[config.mk]
export PLATFORM = sky130hd
export DESIGN_NAME = vci_inserter
export DESIGN_NICKNAME = d
export VERILOG_FILES = /design/src/vci_pkg.sv /design/src/vci_inserter.sv /design/src/vci_crc6.sv
export SDC_FILE = /design/constraint.sdc
export NUM_CORES = 1
export LEC_CHECK = 0
export BUFFER_PORTS_ARGS = -buffer_cell sky130_fd_sc_hd__clkbuf_2
export CORE_AREA = 4 4 147 92
export DETAILED_ROUTE_END_ITERATION = 6
export DIE_AREA = 0 0 151 96
export GPL_ROUTABILITY_DRIVEN = 0
export HOLD_SLACK_MARGIN = 0.08
export PLACE_DENSITY_LB_ADDON = 0.15
export SLEW_MARGIN = 20
export SYNTH_ARGS = -nofsm -noshare
export SYNTH_HDL_FRONTEND = slang
export SYNTH_SLANG_ARGS = --single-unit
[constraint.sdc]
create_clock -name clk_i -period 7.52 [get_ports clk_i]
set_input_delay 1.504 -clock clk_i [delete_from_list [all_inputs] [get_ports clk_i]]
set_output_delay 1.504 -clock clk_i [all_outputs]
set_load 0.02 [all_outputs]
[src/vci_pkg.sv]
// Package of constants for the blanking-interval caption and copy-word inserter
package vci_pkg;

	// ------------------------------------------------------------
	// Register offsets
	// ------------------------------------------------------------
	localparam logic [4:0] OFF_CC_EVEN_0      = 5'h0E;
	localparam logic [4:0] OFF_CC_EVEN_1      = 5'h0F;
	localparam logic [4:0] OFF_CC_ODD_0       = 5'h10;
	localparam logic [4:0] OFF_CC_ODD_1       = 5'h11;
	localparam logic [4:0] OFF_CGMS_WSS_0     = 5'h16;
	localparam logic [4:0] OFF_CGMS_WSS_1     = 5'h17;
	localparam logic [4:0] OFF_CGMS_WSS_DATA_2 = 5'h18;
	localparam logic [4:0] OFF_STD_CTRL       = 5'h1A;
	localparam logic [4:0] OFF_STATUS         = 5'h1B;

	// ------------------------------------------------------------
	// Field positions and reset values
	// ------------------------------------------------------------
	localparam int       BIT_CRC_AUTO_EN   = 4;
	localparam int       BIT_ODD_COPY_EN   = 5;
	localparam int       BIT_EVEN_COPY_EN  = 6;
	localparam int       BIT_STD_NTSC      = 0;
	localparam logic [7:0] RST_DATA        = 8'h00;
	localparam logic [7:0] RST_STD_CTRL    = 8'h01;

	// ------------------------------------------------------------
	// Line numbers
	// ------------------------------------------------------------
	localparam logic [9:0] LINE_CC_ODD     = 10'h015;
	localparam logic [9:0] LINE_CC_EVEN    = 10'h11C;
	localparam logic [9:0] LINE_CGMS_ODD   = 10'h014;
	localparam logic [9:0] LINE_CGMS_EVEN  = 10'h11B;

	// ------------------------------------------------------------
	// Timing
	// ------------------------------------------------------------
	localparam int CLK_NS          = 100;
	localparam int CC_BIT_NS       = 1986;
	localparam int CGMS_BIT_NS     = 2237;
	localparam int CC_DELAY_NS     = 10500;
	localparam int CGMS_DELAY_NS   = 11200;
	localparam int CC_BIT_CYC      = CC_BIT_NS / CLK_NS;
	localparam int CGMS_BIT_CYC    = CGMS_BIT_NS / CLK_NS;
	localparam int CC_DELAY_CYC    = CC_DELAY_NS / CLK_NS;
	localparam int CGMS_DELAY_CYC  = CGMS_DELAY_NS / CLK_NS;
	localparam int CC_RUNIN_BITS   = 7;
	localparam int CC_GAP_BITS     = 2;
	localparam int CC_DATA_BITS    = 16;
	localparam int CGMS_DATA_BITS  = 20;
	localparam int CRC_DATA_BITS   = 14;

	// ------------------------------------------------------------
	// Output levels
	// ------------------------------------------------------------
	localparam logic [7:0] LVL_BLANK     = 8'h40;
	localparam logic [7:0] LVL_CC_HIGH   = 8'hB0;
	localparam logic [7:0] LVL_CGMS_HIGH = 8'hD0;

	// ------------------------------------------------------------
	// Sequencer states
	// ------------------------------------------------------------
	typedef enum logic [2:0] {
		ST_IDLE  = 3'h0,
		ST_DELAY = 3'h1,
		ST_RUNIN = 3'h3,
		ST_GAP   = 3'h2,
		ST_START = 3'h6,
		ST_DATA  = 3'h7,
		ST_REF   = 3'h5
	} vci_state_e;

endpackage : vci_pkg

[src/vci_inserter.sv]
// Caption and copy-word inserter for the vertical blanking lines
//
// Added by the designer: the plain strobed port.
`timescale 1ns/10ps
module vci_inserter (
	input  wire logic       clk_i,
	input  wire logic       rst_n_i,
	input  wire logic [4:0] reg_addr_i,
	input  wire logic [7:0] reg_wdata_i,
	input  wire logic       reg_wr_i,
	input  wire logic       reg_rd_i,
	output logic      [7:0] reg_rdata_o,
	input  wire logic       line_start_i,
	input  wire logic [9:0] line_num_i,
	input  wire logic       odd_field_i,
	input  wire logic [7:0] pixel_i,
	output logic      [7:0] video_o,
	output logic            vbi_active_o
);
	import vci_pkg::*;

	// ------------------------------------------------------------
	// Helpers
	// ------------------------------------------------------------
	function automatic logic hit(input logic [4:0] addr, input logic [4:0] off);
		hit = (addr == off);
	endfunction : hit

	function automatic logic [7:0] runin_level(input logic [3:0] idx);
		case (idx)
			4'h0:    runin_level = 8'h40;
			4'h1:    runin_level = 8'h44;
			4'h2:    runin_level = 8'h50;
			4'h3:    runin_level = 8'h61;
			4'h4:    runin_level = 8'h78;
			4'h5:    runin_level = 8'h8F;
			4'h6:    runin_level = 8'hA0;
			4'h7:    runin_level = 8'hAC;
			4'h8:    runin_level = 8'hB0;
			4'h9:    runin_level = 8'hAC;
			4'hA:    runin_level = 8'hA0;
			4'hB:    runin_level = 8'h8F;
			4'hC:    runin_level = 8'h78;
			4'hD:    runin_level = 8'h61;
			4'hE:    runin_level = 8'h50;
			default: runin_level = 8'h44;
		endcase
	endfunction : runin_level

	// ------------------------------------------------------------
	// Register file
	// ------------------------------------------------------------
	logic [7:0] cc_even_0_reg;
	logic [7:0] cc_even_1_reg;
	logic [7:0] cc_odd_0_reg;
	logic [7:0] cc_odd_1_reg;
	logic [7:0] cgms_wss_0_reg;
	logic [7:0] cgms_wss_1_reg;
	logic [7:0] cgms_wss_data_2_reg;
	logic [7:0] std_ctrl_reg;
	logic [7:0] rdata_next;
	logic [7:0] status_w;

	wire wr_cc_even_0 = reg_wr_i && hit(reg_addr_i, OFF_CC_EVEN_0);
	wire wr_cc_even_1 = reg_wr_i && hit(reg_addr_i, OFF_CC_EVEN_1);
	wire wr_cc_odd_0  = reg_wr_i && hit(reg_addr_i, OFF_CC_ODD_0);
	wire wr_cc_odd_1  = reg_wr_i && hit(reg_addr_i, OFF_CC_ODD_1);
	wire wr_cw_0      = reg_wr_i && hit(reg_addr_i, OFF_CGMS_WSS_0);
	wire wr_cw_1      = reg_wr_i && hit(reg_addr_i, OFF_CGMS_WSS_1);
	wire wr_cw_2      = reg_wr_i && hit(reg_addr_i, OFF_CGMS_WSS_DATA_2);
	wire wr_std       = reg_wr_i && hit(reg_addr_i, OFF_STD_CTRL);

	wire crc_auto_enable        = cgms_wss_0_reg[BIT_CRC_AUTO_EN];
	wire odd_field_copy_enable  = cgms_wss_0_reg[BIT_ODD_COPY_EN];
	wire even_field_copy_enable = cgms_wss_0_reg[BIT_EVEN_COPY_EN];
	wire ntsc_mode              = std_ctrl_reg[BIT_STD_NTSC];

	always_ff @(posedge clk_i or negedge rst_n_i) begin
		if (!rst_n_i) begin
			cc_even_0_reg       <= RST_DATA;
			cc_even_1_reg       <= RST_DATA;
			cc_odd_0_reg        <= RST_DATA;
			cc_odd_1_reg        <= RST_DATA;
			cgms_wss_0_reg      <= RST_DATA;
			cgms_wss_1_reg      <= RST_DATA;
			cgms_wss_data_2_reg <= RST_DATA;
			std_ctrl_reg        <= RST_STD_CTRL;
		end else begin
			if (wr_cc_even_0) cc_even_0_reg <= reg_wdata_i;
			if (wr_cc_even_1) cc_even_1_reg <= reg_wdata_i;
			if (wr_cc_odd_0) cc_odd_0_reg <= reg_wdata_i;
			if (wr_cc_odd_1) cc_odd_1_reg <= reg_wdata_i;
			if (wr_cw_0) cgms_wss_0_reg <= reg_wdata_i;
			if (wr_cw_1) cgms_wss_1_reg <= reg_wdata_i;
			if (wr_cw_2) cgms_wss_data_2_reg <= reg_wdata_i;
			if (wr_std) std_ctrl_reg <= {7'h00, reg_wdata_i[BIT_STD_NTSC]};
		end
	end

	// ------------------------------------------------------------
	// Line decode and copy word assembly
	// ------------------------------------------------------------
	logic [5:0] crc_w;

	wire cc_odd_line  = odd_field_i && (line_num_i == LINE_CC_ODD);
	wire cc_even_line = !odd_field_i && (line_num_i == LINE_CC_EVEN);
	wire cc_hit       = cc_odd_line || cc_even_line;
	wire cgms_hit     = ntsc_mode && ((odd_field_i && (line_num_i == LINE_CGMS_ODD)
	                    && odd_field_copy_enable) || (!odd_field_i
	                    && (line_num_i == LINE_CGMS_EVEN) && even_field_copy_enable));

	// C0-C7 from register 2, C8-C15 register 1, C16-C19 register 0
	wire [19:0] copy_word_bits = {cgms_wss_0_reg[3:0], cgms_wss_1_reg,
	                              cgms_wss_data_2_reg};

	vci_crc6 u_crc (
		.data_i (copy_word_bits[13:0]),
		.crc_o  (crc_w)
	);

	// Check sequence sent first-out bit as C14
	wire [5:0]  crc_rev   = {crc_w[0], crc_w[1], crc_w[2], crc_w[3], crc_w[4], crc_w[5]};
	wire [19:0] cgms_load = crc_auto_enable ? {crc_rev, copy_word_bits[13:0]}
	                                        : copy_word_bits;
	wire [15:0] cc_load   = cc_odd_line ? {cc_odd_1_reg, cc_odd_0_reg}
	                                    : {cc_even_1_reg, cc_even_0_reg};

	// ------------------------------------------------------------
	// Sequencer
	// ------------------------------------------------------------
	vci_state_e  state_reg;
	vci_state_e  state_next;
	logic [19:0] shift_reg;
	logic [19:0] shift_next;
	logic [9:0]  cnt_reg;
	logic [9:0]  cnt_next;
	logic [4:0]  sub_reg;
	logic [4:0]  sub_next;
	logic [4:0]  bits_reg;
	logic [4:0]  bits_next;
	logic        kind_cc_reg;
	logic        kind_cc_next;
	logic        line_hold_reg;
	logic        line_hold_next;

	wire [4:0] bit_last = kind_cc_reg ? 5'(CC_BIT_CYC - 1) : 5'(CGMS_BIT_CYC - 1);
	wire       sub_end  = (sub_reg == bit_last);
	wire [4:0] data_last = kind_cc_reg ? 5'(CC_DATA_BITS - 1) : 5'(CGMS_DATA_BITS - 1);
	wire [3:0] runin_idx = 4'((32'(sub_reg) * 16) / CC_BIT_CYC);

	always_comb begin
		state_next     = state_reg;
		shift_next     = shift_reg;
		cnt_next       = cnt_reg;
		sub_next       = sub_end ? 5'h00 : sub_reg + 5'h01;
		bits_next      = bits_reg;
		kind_cc_next   = kind_cc_reg;
		line_hold_next = line_hold_reg;
		if (line_start_i) begin
			// Payload captured here, so earlier writes apply to this line
			line_hold_next = cc_hit;
			kind_cc_next   = cc_hit;
			sub_next       = 5'h00;
			bits_next      = 5'h00;
			if (cc_hit) begin
				state_next = ST_DELAY;
				cnt_next   = 10'(CC_DELAY_CYC - 1);
				shift_next = {4'h0, cc_load};
			end else if (cgms_hit) begin
				state_next = ST_DELAY;
				cnt_next   = 10'(CGMS_DELAY_CYC - 1);
				shift_next = cgms_load;
			end else begin
				state_next = ST_IDLE;
			end
		end else begin
			case (state_reg)
				ST_IDLE: begin
					sub_next = 5'h00;
				end
				ST_DELAY: begin
					sub_next = 5'h00;
					cnt_next = cnt_reg - 10'h001;
					if (cnt_reg == 10'h000) begin
						state_next = kind_cc_reg ? ST_RUNIN : ST_REF;
					end
				end
				ST_RUNIN: begin
					if (sub_end) begin
						bits_next = bits_reg + 5'h01;
						if (bits_reg == 5'(CC_RUNIN_BITS - 1)) begin
							state_next = ST_GAP;
							bits_next  = 5'h00;
						end
					end
				end
				ST_GAP: begin
					if (sub_end) begin
						bits_next = bits_reg + 5'h01;
						if (bits_reg == 5'(CC_GAP_BITS - 1)) begin
							state_next = ST_START;
							bits_next  = 5'h00;
						end
					end
				end
				ST_START: begin
					if (sub_end) begin
						state_next = ST_DATA;
					end
				end
				ST_REF: begin
					if (sub_end) begin
						state_next = ST_DATA;
					end
				end
				ST_DATA: begin
					if (sub_end) begin
						shift_next = {1'b0, shift_reg[19:1]};
						bits_next  = bits_reg + 5'h01;
						if (bits_reg == data_last) begin
							state_next = ST_IDLE;
							bits_next  = 5'h00;
						end
					end
				end
				default: begin
					state_next = ST_IDLE;
				end
			endcase
		end
	end

	always_ff @(posedge clk_i or negedge rst_n_i) begin
		if (!rst_n_i) begin
			state_reg     <= ST_IDLE;
			shift_reg     <= 20'h00000;
			cnt_reg       <= 10'h000;
			sub_reg       <= 5'h00;
			bits_reg      <= 5'h00;
			kind_cc_reg   <= 1'b0;
			line_hold_reg <= 1'b0;
		end else begin
			state_reg     <= state_next;
			shift_reg     <= shift_next;
			cnt_reg       <= cnt_next;
			sub_reg       <= sub_next;
			bits_reg      <= bits_next;
			kind_cc_reg   <= kind_cc_next;
			line_hold_reg <= line_hold_next;
		end
	end

	// ------------------------------------------------------------
	// Output level selection
	// ------------------------------------------------------------
	wire       cgms_drive = !kind_cc_reg && ((state_reg == ST_REF) || (state_reg == ST_DATA));
	wire [7:0] high_lvl   = kind_cc_reg ? LVL_CC_HIGH : LVL_CGMS_HIGH;
	logic [7:0] level_w;

	always_comb begin
		case (state_reg)
			ST_RUNIN: level_w = runin_level(runin_idx);
			ST_START: level_w = LVL_CC_HIGH;
			ST_REF:   level_w = LVL_CGMS_HIGH;
			ST_DATA:  level_w = shift_reg[0] ? high_lvl : LVL_BLANK;
			default:  level_w = LVL_BLANK;
		endcase
	end

	wire [7:0] video_next  = (line_hold_reg || cgms_drive) ? level_w : pixel_i;
	wire       active_next = line_hold_reg || cgms_drive;

	assign status_w   = {3'h0, line_hold_reg, kind_cc_reg, state_reg};
	assign rdata_next = hit(reg_addr_i, OFF_CC_EVEN_0)       ? cc_even_0_reg :
	                    hit(reg_addr_i, OFF_CC_EVEN_1)       ? cc_even_1_reg :
	                    hit(reg_addr_i, OFF_CC_ODD_0)        ? cc_odd_0_reg :
	                    hit(reg_addr_i, OFF_CC_ODD_1)        ? cc_odd_1_reg :
	                    hit(reg_addr_i, OFF_CGMS_WSS_0)      ? cgms_wss_0_reg :
	                    hit(reg_addr_i, OFF_CGMS_WSS_1)      ? cgms_wss_1_reg :
	                    hit(reg_addr_i, OFF_CGMS_WSS_DATA_2) ? cgms_wss_data_2_reg :
	                    hit(reg_addr_i, OFF_STD_CTRL)        ? std_ctrl_reg :
	                    hit(reg_addr_i, OFF_STATUS)          ? status_w : 8'h00;

	always_ff @(posedge clk_i or negedge rst_n_i) begin
		if (!rst_n_i) begin
			video_o      <= LVL_BLANK;
			vbi_active_o <= 1'b0;
			reg_rdata_o  <= 8'h00;
		end else begin
			video_o      <= video_next;
			vbi_active_o <= active_next;
			reg_rdata_o  <= reg_rd_i ? rdata_next : 8'h00;
		end
	end
endmodule : vci_inserter

[src/vci_crc6.sv]
// Six-bit check sequence over the fourteen low copy-word bits
`timescale 1ns/10ps
module vci_crc6 (
	input  wire logic [13:0] data_i,
	output logic      [5:0]  crc_o
);
	import vci_pkg::*;

	// ------------------------------------------------------------
	// Serial x^6 + x + 1, preset all ones, bit 0 first
	// ------------------------------------------------------------
	always_comb begin
		logic [5:0] acc;
		logic       fb;
		acc = 6'h3F;
		fb  = 1'b0;
		for (int i = 0; i < CRC_DATA_BITS; i++) begin
			fb  = data_i[i] ^ acc[5];
			acc = {acc[4:0], 1'b0} ^ (fb ? 6'h03 : 6'h00);
		end
		crc_o = acc;
	end

endmodule : vci_crc6

# Yosys cells after proc, flatten, opt, wreduce, memory -nomap -nowiden
# Memories as Yosys holds them, arrays and structs flattened.
# Index checks and enable logic that the tools add are counted.
[totals]
ram_bits = 0
mem_bits_ro = 128
memories = 1
output_inout_bits = 17
wordCells = 181
in_bits = 37
latchBits = 0
regBits = 118
[memory_table]
columns = ["memory", "words", "width", "read_ports", "rd_clocked_by_memory_dff", "write_ports", "line", "text"]
rows = [
  ["(no name shown)", 16, 8, 1, 0, 0, "vci_inserter.sv:30", "case (idx)"],
]
[classes]
shifts = 0
magnitude_cmp = 0
n_div = 1
n_mux = 65
addsub = 3
mul = 0
reduce_logical = 34
n_bitwise = 27
eq_ne = 33
[ops]
columns = ["op", "n"]
rows = [
  ["two-way mux 20 bit", 6],
  ["two-way mux 8 bit", 10],
  ["bitwise XOR 6 bit", 13],
  ["two-way mux 5 bit", 13],
  ["two-way mux 10 bit", 4],
  ["== test 5 bit (second input constant)", 7],
  ["two-way mux 3 bit", 11],
  ["divider 9 x 5 -> 32 bit (second input constant)", 1],
  ["one-hot mux 8 bit (4 select lines)", 1],
  ["two-way mux 2 bit", 14],
  ["inequality test 3 bit (second input constant)", 7],
  ["== test 10 x 5 -> 1 bit (second input constant)", 2],
  ["== test 10 x 9 -> 1 bit (second input constant)", 2],
  ["one-hot mux 3 bit (6 select lines)", 1],
  ["logical AND 1 bit", 16],
  ["two-way mux 16 bit", 1],
  ["one-hot mux 5 bit (3 select lines)", 1],
  ["bitwise XOR 1 bit", 13],
  ["adder 5 x 1 -> 5 bit (second input constant)", 2],
  ["== test 5 x 4 -> 1 bit (second input constant)", 2],
  ["== test 5 bit", 2],
  ["zero test 10 bit", 1],
  ["subtractor 10 x 1 -> 10 bit (second input constant)", 1],
  ["== test 3 bit (second input constant)", 3],
  ["19 further kinds", 29],
]

# Depth between registers and ports, before layout
# Gate-level depths: netlist of run 1.
[depth]
ltp_word = 45
ltp_mapped = 25

# Hierarchy
# From an unflattened synthesis of run 1, not the netlist that was laid out.
[hier_totals]
cells_unflattened = 751
area_unflattened_um2 = 7339.5
[by_module_without_submodules]
columns = ["module", "cells_each", "area_per_inst_um2", "instances"]
rows = [
  ["vci_inserter", 730, 7114.3, 1],
  ["vci_crc6", 21, 225.2, 1],
]

# Least setup slack after synthesis of run 1
# No wires, ideal clock.
[synth_timing]
path_type = "register to register"
from = "register sub_reg[0]"
to = "register video_o[1]"
path_buffers = 4
path_stages_with_launch = 25
slack_ps = 2266
period_less_slack_ps = 5254
required_time_ps = 7398
setup_ps = 122
arrival_time_ps = 5133
path_cell_list = "dfrtp_1 > ha_1 > buf_2 > nand2_1 > or4_1 > buf_2 > and2_1 > buf_6 > o21ai_4 > inv_2 > xnor2_1 > ha_1 > a2111oi_4 > nor2_2 > buf_6 > xnor2_1 > ha_1 > or2_2 > mux2i_1 > nor2_1 > o311ai_2 > o32ai_1 > a2111oi_4 > nor2_1 > a32o_1"
[synth_via]
elab_chain_len = 4
[synth_lines]
columns = ["item", "line", "text"]
rows = [
  ["start, declared", "vci_inserter.sv:137", "logic [4:0] sub_reg;"],
  ["start signal, assigned", "vci_inserter.sv:246", "sub_reg <= sub_next;"],
  ["divider 9 x 5 -> 32 bit", "vci_inserter.sv:149", "wire [3:0] runin_idx = 4'((32'(sub_reg) * 16) / CC_BIT_CYC);"],
  ["memory read (16 x 8 bit)", "n/a", ""],
  ["one-hot mux 8 bit (4 select lines)", "vci_inserter.sv:261", "case (state_reg)"],
  ["two-way mux 8 bit", "vci_inserter.sv:270", "wire [7:0] video_next = (line_hold_reg || cgms_drive) ? level_w : pixel_i;"],
  ["net video_next[1]", "vci_inserter.sv:270", ""],
  ["end signal, assigned", "vci_inserter.sv:290", "video_o <= video_next;"],
  ["end, declared", "vci_inserter.sv:17", "output logic [7:0] video_o,"],
]
# The timed path passes the listed nets, and every way through them passes these cells.
# A chain may end at the register's enable or synchronous reset.

# Final worst setup path of run 1
# Ends and elaborated chain as after synthesis.

==> impl_metrics.yaml, run 1 <==
route:
  dr.pass1.iters: 6
  via_count: 6303
  avgViaCountPerCell: 6.52
  drt_iter0_drc: 1000
  wire_per_inst_um: 20.7
  wirelength_um: 20000
  antenna_left: 0
  drc: 0
cts:
  cts_htree_levels: 4
  clock_latency_ns: 0.42
  cts_inserted_buffers: 17
  cts_sinks: 118
  post_cts_buffers: 0
  ctsHoldBuffers: 0
  cts_root_buf: "clkbuf_16"
  ctsResizeCount: 0
  clockBufferDepth: 2
  cts.clk_slew.worst_paths_ns: 0.06
  cts_tree: "built"
synth:
  synth-edff-count: 0
  netlist.area_leader.share_pct: 39.9
  synthesis.area_um2: 7280
  synth_cell_types: 79
  yosysWarnings: 0
  ys_top_cells_by_count: "dfrtp_1, nand2_1, mux2_2"
  yosysSeqAreaShare_pct: 40.6
  async_flop_share_pct: 100
  ys_top_cells_by_area: "dfrtp_1, mux2_2, mux2i_1, xnor2_1, nand2_1"
  ys_ff_latch: 118
  yosysMostFrequentCell: "dfrtp_1"
  synthCells: 751
  synthFlopType: "dfrtp_1"
  syn_nets: 796
  synth_top_area_cell: "dfrtp_1"
  postSynthAreaPerCell_um2: 9.69
timing:
  timing.fmax_mhz: 158
  finalHoldViolCount: 0
  timing.final.crit_share_pct: 84.3
  maxSlewHeadroom_pct: 27.7
  setup_tns_ns: 0
  skew_ns: 0.0100
  setup_viol_count_final: 0
  rsz0062_at_grt: "false"
  whs_ns: 0.489
  tightest_slew_ns: 1.08
  period_minus_slack_ns: 6.34
  drv_slew: 0
final_layout:
  final_util_pct: 68.3
  fillers: 888
  largest_register_ffs: 20
  drive_gt1_share_pct: 21.8
  synthToLayoutAreaGrowth_pct: 12.8
  multi_input_area_um2: 4110
  final-seq-area_um2: 2960
  final_nets: 833
  diodes: 0
grt:
  antenna_found_initial: 0
  grt_pass1_wl_um: 31600
  grt_pass1_vias: 5959
  grt_max_degree: 69
  track_usage_pct: 28.5
  overflow: 0
worst_setup_path:
  worstPathRequired_ns: 7.82
  cp-start-kind: "register"
  critPathKind: "register to register"
  worst_setup_path_end_kind: "register"
  cp.arrival_ns: 6.64
  crit_path_max_fanout: 14
floorplanning:
  die_y_um: 96
  fp-row-count: 31
  die-area_um2: 14500
  start_util_pct: 60.6
  core-area_um2: 12000
  io_pins: 54
  die_w_um: 151
run_status:
  status: "finished clean"
power:
  p_sw_share_pct: 31.2
  p_leak_nw: 3.62
  p_switching_mw: 0.651
  worst_ir_drop_vdd_uv: 171
  p_comb_share_pct: 20.1
  p_int_mw: 1.43
  clockPowerShare_pct: 39.0
  power_density_nw_per_um2: 254
  p_seq_share_pct: 40.9
placed_design:
  port_buffers: 53
  dpl.hpwl_um: 14300
job:
  maxCapViolCount: 0
worst_hold_path:
  min_path_type: "register to register"
cell families after synthesis:
group / share of synthesized area [%]
and+or+nand+nor: 16.1
AOI/OAI and AO/OA: 18.0
adders and majority gates: 1.37
buffers and inverters: 3.14
DFF: 40.6
xor gates and xnor gates: 5.05
muxes: 15.8
stage by stage:
stage                     setup WS (ns)  power (mW)  area, µm²  std cells
after detailed placement           1.32        1.27       7620        934
after CTS                          1.29        2.08       8210        966
after global routing              0.873        2.17       8210        966
final                              1.18        2.08       8210        966
after global placement             1.66        1.24       7620        934
after floorplan                    2.27        1.12       7280        751
power groups by stage:
stage / registers (mW) / logic, mW / clock network, mW
after global placement: 0.848 / 0.390 / 0
final: 0.853 / 0.420 / 0.812
after detailed placement: 0.857 / 0.410 / 0
after CTS: 0.848 / 0.415 / 0.814
after floorplan: 0.823 / 0.300 / 0
after global routing: 0.866 / 0.461 / 0.842
final cells by class:
class / instances / share of cell area, %
repair buffers: 57 / 3.63
well taps: 165 / 2.51
clock buffers: 18 / 5.35
inverters: 14 / 0.640
flip-flops and latches: 118 / 36.0
clock inverters: 14 / 1.87
multi-input cells: 580 / 50.0
per-layer routing:
metal  GRT usage (%)  routed length (µm)
met5               0                   0
met4            9.20                 344
met2            40.6                8420
met3            8.52                2280
met1            41.5                8970
cells in the final DEF, fill, tap and decap left out, types with 9 or more instances in the layout:
cell         n
a21oi_1     48
a22oi_1      9
clkbuf_16   17
clkbuf_2    52
dfrtp_1    116
inv_1       12
mux2_2      61
mux2i_1     45
nand2_1     74
nand2b_1    11
nand3_1     21
nor2_1      60
nor3_1      13
o21ai_0     48
xnor2_1     32
xor2_1      10
final timing paths:
check | cells past startpoint | end | from | slack (ns)
min in group asynchronous | 1 | cnt_reg[5] | rst_n_i | 1.12
setup / recovery | 20 | video_o[1] | sub_reg[0] | 1.18
hold / removal | 2 | shift_reg[7] | shift_reg[7] | 0.49
hold reg to reg | 2 | shift_reg[7] | shift_reg[7] | 0.49
max in group asynchronous | 2 | cc_even_1_reg[2] | rst_n_i | 5.08
setup reg to reg | 20 | video_o[1] | sub_reg[0] | 1.18
critical path, cell delays in order, from the launching register on:
cell and delay [ns]:
dfrtp_1 0.48, ha_1 0.44, nand2_1 0.17, or4_1 0.61, and2_1 0.32, o21ai_4 0.30
inv_2 0.20, xnor2_1 0.18, ha_1 0.36, a2111oi_4 0.55, nor2_2 0.26, xnor2_1 0.19
ha_1 0.29, or2_2 0.34, mux2i_1 0.23, nor2_1 0.10, o311ai_2 0.09, o32ai_1 0.19
a2111oi_4 0.51, nor2_1 0.13, a32o_1 0.27
Power figures use the tool's default switching activity.
==> run 2: changes to the inputs <==
Settings changed: ABC_AREA set to 1, CORE_AREA 4 4 147 92 to 4 4 154 97, DIE_AREA 0 0 151 96 to 0 0 158 101.
Clock period 7.52 ns to 5.63 ns, I/O delays scaled along.
==> impl_metrics.yaml, run 2 <==
run_status:
  status: "finished clean"
synth:
  yosysMostFrequentCell: "nand2_1"
  synth_top_area_cell: "dfrtp_1"
  netlist.area_leader.share_pct: 39.9
  synth_cell_types: 57
  synth-edff-count: 0
  synthesis.area_um2: 7270
  yosysWarnings: 0
  synthCells: 927
  yosysSeqAreaShare_pct: 40.6
  syn_nets: 972
  postSynthAreaPerCell_um2: 7.84
  async_flop_share_pct: 100
  ys_top_cells_by_area: "dfrtp_1, nand2_1, o21ai_0, inv_1, nor2_1"
  ys_ff_latch: 118
  ys_top_cells_by_count: "nand2_1, dfrtp_1, inv_1"
  synthFlopType: "dfrtp_1"
route:
  avgViaCountPerCell: 5.64
  antenna_left: 0
  drc: 0
  via_count: 6598
  wirelength_um: 20000
  dr.pass1.iters: 5
  drt_iter0_drc: 629
  wire_per_inst_um: 17.1
cts:
  cts_sinks: 118
  ctsHoldBuffers: 0
  clockBufferDepth: 2
  cts_inserted_buffers: 17
  post_cts_buffers: 0
  cts_htree_levels: 4
  cts_root_buf: "clkbuf_16"
  clock_latency_ns: 0.42
  cts.clk_slew.worst_paths_ns: 0.06
  ctsResizeCount: 0
  cts_tree: "built"
final_layout:
  instances_no_fill: 1170
  final_nets: 1027
  final_common_cell: "nand2_1"
  diodes: 0
  largest_register_ffs: 20
  layout_common_cells: "nand2_1, dfrtp_1, inv_1, o21ai_0, nor2_1"
  final_util_pct: 61.8
  synthToLayoutAreaGrowth_pct: 14.1
  drive_gt1_share_pct: 17.6
timing:
  timing.final.crit_share_pct: 85.6
  setup_tns_ns: 0
  setup_viol_count_final: 0
  finalHoldViolCount: 0
  whs_ns: 0.481
  timing.fmax_mhz: 208
  drv_slew: 0
  skew_ns: 0.0131
  rsz0062_at_grt: "false"
  period_minus_slack_ns: 4.82
  maxSlewHeadroom_pct: 32.7
  tightest_slew_ns: 0.999
floorplanning:
  start_util_pct: 54.2
  io_pins: 54
  die-area_um2: 16000
  die_y_um: 101
  fp-row-count: 33
  die_w_um: 158
  core-area_um2: 13400
power:
  power_mw: 2.90
  worst_ir_drop_vdd_uv: 203
  power_density_nw_per_um2: 349
  p_leak_nw: 4.13
worst_setup_path:
  worstPathRequired_ns: 5.94
  cpMaxStageDelayCell: "dfrtp_1"
  critPathKind: "register to register"
  slowest_delay_ns: 0.44
  worst_setup_path_end_kind: "register"
  timing.critical_path.mode_cell: "nand2_1"
  crit_path_max_fanout: 12
  cp-start-kind: "register"
  cp.arrival_ns: 5.13
worst_hold_path:
  min_path_type: "register to register"
placed_design:
  dp_cells: 1138
  port_buffers: 53
  dpl.hpwl_um: 14700
grt:
  grt_pass1_wl_um: 32300
  grt_pass1_vias: 5899
  antenna_found_initial: 0
  track_usage_pct: 26.0
  overflow: 0
  grt_max_degree: 49
job:
  maxCapViolCount: 0
## run 2: path summary, 6_finish.rpt
kind / startpoint / end / slack (ns) / cells past startpoint
max in group asynchronous: rst_n_i / cc_even_1_reg[6] / 3.96 / 2
max reg2reg: sub_reg[0] / video_o[5] / 0.81 / 38
min in group asynchronous: rst_n_i / video_o[7] / 0.65 / 1
min reg2reg: cnt_reg[9] / cnt_reg[9] / 0.48 / 1
max: sub_reg[0] / video_o[5] / 0.81 / 38
min: cnt_reg[9] / cnt_reg[9] / 0.48 / 1
## run 2: worst max-delay path, delay by kind of cell (launching register included)
kind / cells / cell delay, ns
adders and majority gates: 4 / 0.99
buffers and inverters: 7 / 0.65
DFF: 1 / 0.44
and+or+nand+nor: 27 / 2.64
## run 2: cells by family after synthesis
group | Yosys count | share of synthesized area, %
compound gates | 197 | 16.2
fa+ha+maj | 8 | 1.38
flops | 118 | 40.6
xor+xnor | 27 | 3.51
simple gates | 438 | 29.2
buf+inv | 125 | 6.90
mux | 14 | 2.17
## run 2: final cells by class
class	count	area (µm²)
tap	175	219
fill	1167	5120
clock inverter	14	163
clock buffer	18	439
sequential	118	2960
multi-input combinational	684	3820
inverter	101	382
timing repair buffer	60	320
## run 2: stage by stage
stage | area (µm²) | setup slack, ns
floorplan | 7270 | 1.53
global placement | 7690 | 0.946
detailed placement | 7690 | 0.936
CTS | 8290 | 0.879
global route | 8300 | 0.474
finish | 8300 | 0.813
## run 2: per-layer routing
layer  track usage [%]  vias to the layer above  share of wire [%]
met1              42.1                     3088                 51
met3              8.71                       15                 11
li1                  -                     3231                  -
met4              6.36                        0               0.64
met5                 0                        -                  0
met2              32.2                      264                 37
## run 2: report_power, final
part / total, mW / switching, mW / internal (mW)
combinational: 0.629 / 0.385 / 0.244
sequential: 1.15 / 0.152 / 0.998
clock: 1.12 / 0.443 / 0.676
total: 2.90 / 0.981 / 1.92
==> run 3: changes to the inputs <==
Settings changed: PLACE_DENSITY set to 0.75, PLACE_DENSITY_LB_ADDON 0.15 to unset.
==> impl_metrics.yaml, run 3 (synthesis results as in run 2) <==
floorplanning:
  core-area_um2: 13400
  io_pins: 54
  die_y_um: 101
  die-area_um2: 16000
  start_util_pct: 54.2
  fp-row-count: 33
  die_w_um: 158
worst_setup_path:
  cp-start-kind: "register"
  cp.arrival_ns: 5.12
  crit_path_max_fanout: 12
  worstPathRequired_ns: 5.94
  r2r_cells: 38
  cpMaxStageDelayCell: "dfrtp_1"
  worst_setup_path_end_kind: "register"
  slowest_delay_ns: 0.43
  timing.critical_path.mode_cell: "nand2_1"
  critPathKind: "register to register"
route:
  via_count: 6723
  drc: 0
  drt_iter0_drc: 874
  wire_per_inst_um: 17.4
  wirelength_um: 20400
  avgViaCountPerCell: 5.75
  antenna_left: 0
  dr.pass1.iters: 6
cts:
  cts_tree: "built"
  post_cts_buffers: 0
  cts_inserted_buffers: 17
  cts_root_buf: "clkbuf_16"
  cts_htree_levels: 4
  ctsHoldBuffers: 0
  clock_latency_ns: 0.42
  ctsResizeCount: 0
  cts.clk_slew.worst_paths_ns: 0.06
  cts_sinks: 118
  clockBufferDepth: 2
final_layout:
  layout_common_cells: "nand2_1, dfrtp_1, inv_1, o21ai_0, nor2_1"
  synthToLayoutAreaGrowth_pct: 14.1
  final_util_pct: 61.8
  fillers: 1165
  final_nets: 1026
  instances_no_fill: 1169
  diodes: 0
  largest_register_ffs: 20
  drive_gt1_share_pct: 17.3
  final_common_cell: "nand2_1"
timing:
  setup_viol_count_final: 0
  maxSlewHeadroom_pct: 38.6
  timing.final.crit_share_pct: 85.5
  skew_ns: 0.00829
  period_minus_slack_ns: 4.81
  rsz0062_at_grt: "false"
  drv_slew: 0
  setup_tns_ns: 0
  timing.fmax_mhz: 208
  finalHoldViolCount: 0
  tightest_slew_ns: 0.911
  worst_slack_ns: 0.818
power:
  p_leak_nw: 4.13
  worst_ir_drop_vdd_uv: 210
  p_switching_mw: 0.952
  p_comb_share_pct: 21.9
  p_int_mw: 1.96
  clockPowerShare_pct: 38.7
  power_density_nw_per_um2: 351
  p_seq_share_pct: 39.5
  p_sw_share_pct: 32.7
placed_design:
  dpl.hpwl_um: 14800
  port_buffers: 53
  dp_cells: 1137
  dpl_worst_slack_ns: 0.872
grt:
  grt_max_degree: 51
  antenna_found_initial: 0
  grt_pass1_vias: 6056
  track_usage_pct: 26.1
  overflow: 0
  grt_pass1_wl_um: 32600
run_status:
  status: "finished clean"
worst_hold_path:
  min_path_type: "register to register"
  hold_depth: 2
job:
  maxCapViolCount: 0
==> run 3: cell count changes in the layout (fill, tap and decap cells not counted), sizes merged <==
cell	before	now
inv	107	100
clkinv	4	7
clkbuf	70	72
buf	8	7
bufinv	2	3
clkinvlp	2	3
==> run 3: power groups by stage <==
stage / logic (mW) / clock network [mW] / registers [mW]
detailed placement: 0.621 / 0 / 1.15
global route: 0.719 / 1.16 / 1.16
CTS: 0.629 / 1.13 / 1.14
global placement: 0.609 / 0 / 1.15
floorplan: 0.449 / 0 / 1.12
finish: 0.636 / 1.13 / 1.15
==> run 3: critical path, delay by kind of cell, from the launching register on <==
| kind | cells | cell delay [ns] |
|---|---|---|
| buffers and inverters | 7 | 0.67 |
| adder cells (fa/ha/maj) | 4 | 0.95 |
| AND/OR/NAND/NOR | 27 | 2.61 |
| flip-flops | 1 | 0.43 |
==> run 3: path summary, 6_finish.rpt <==
path,startpoint,to,slack [ns]
setup / recovery,sub_reg[1],video_o[5],0.82
min in group asynchronous,rst_n_i,bits_reg[1],0.73
setup reg to reg,sub_reg[1],video_o[5],0.82
hold / removal,shift_reg[19],shift_reg[19],0.50
hold reg to reg,shift_reg[19],shift_reg[19],0.50
max in group asynchronous,rst_n_i,cc_even_1_reg[6],3.85
==> run 3: layer usage <==
| metal | global-route usage [%] | wire length (µm) |
|---|---|---|
| met5 | 0 | 0 |
| met4 | 6.36 | 313 |
| met3 | 9.91 | 2540 |
| met2 | 33.1 | 7980 |
| met1 | 41.0 | 9550 |
==> run 3: through the flow <==
stage | power [mW] | hold WS [ns] | instance area [µm²]
finish | 2.91 | 0.497 | 8290
floorplan | 1.56 | 0.434 | 7270
detailed placement | 1.77 | 0.455 | 7680
CTS | 2.90 | 0.488 | 8290
global route | 3.05 | 0.491 | 8290
global placement | 1.76 | 0.458 | 7680
==> run 3: cell type report <==
type / instances / area (µm²) / share of cell area (%)
clock buffers: 20 / 457 / 5.51
clock inverters: 12 / 154 / 1.86
well taps: 175 / 219 / 2.64
inverters: 101 / 382 / 4.60
multi-input cells: 684 / 3810 / 46.0
repair buffers: 59 / 313 / 3.77
flip-flops and latches: 118 / 2960 / 35.6
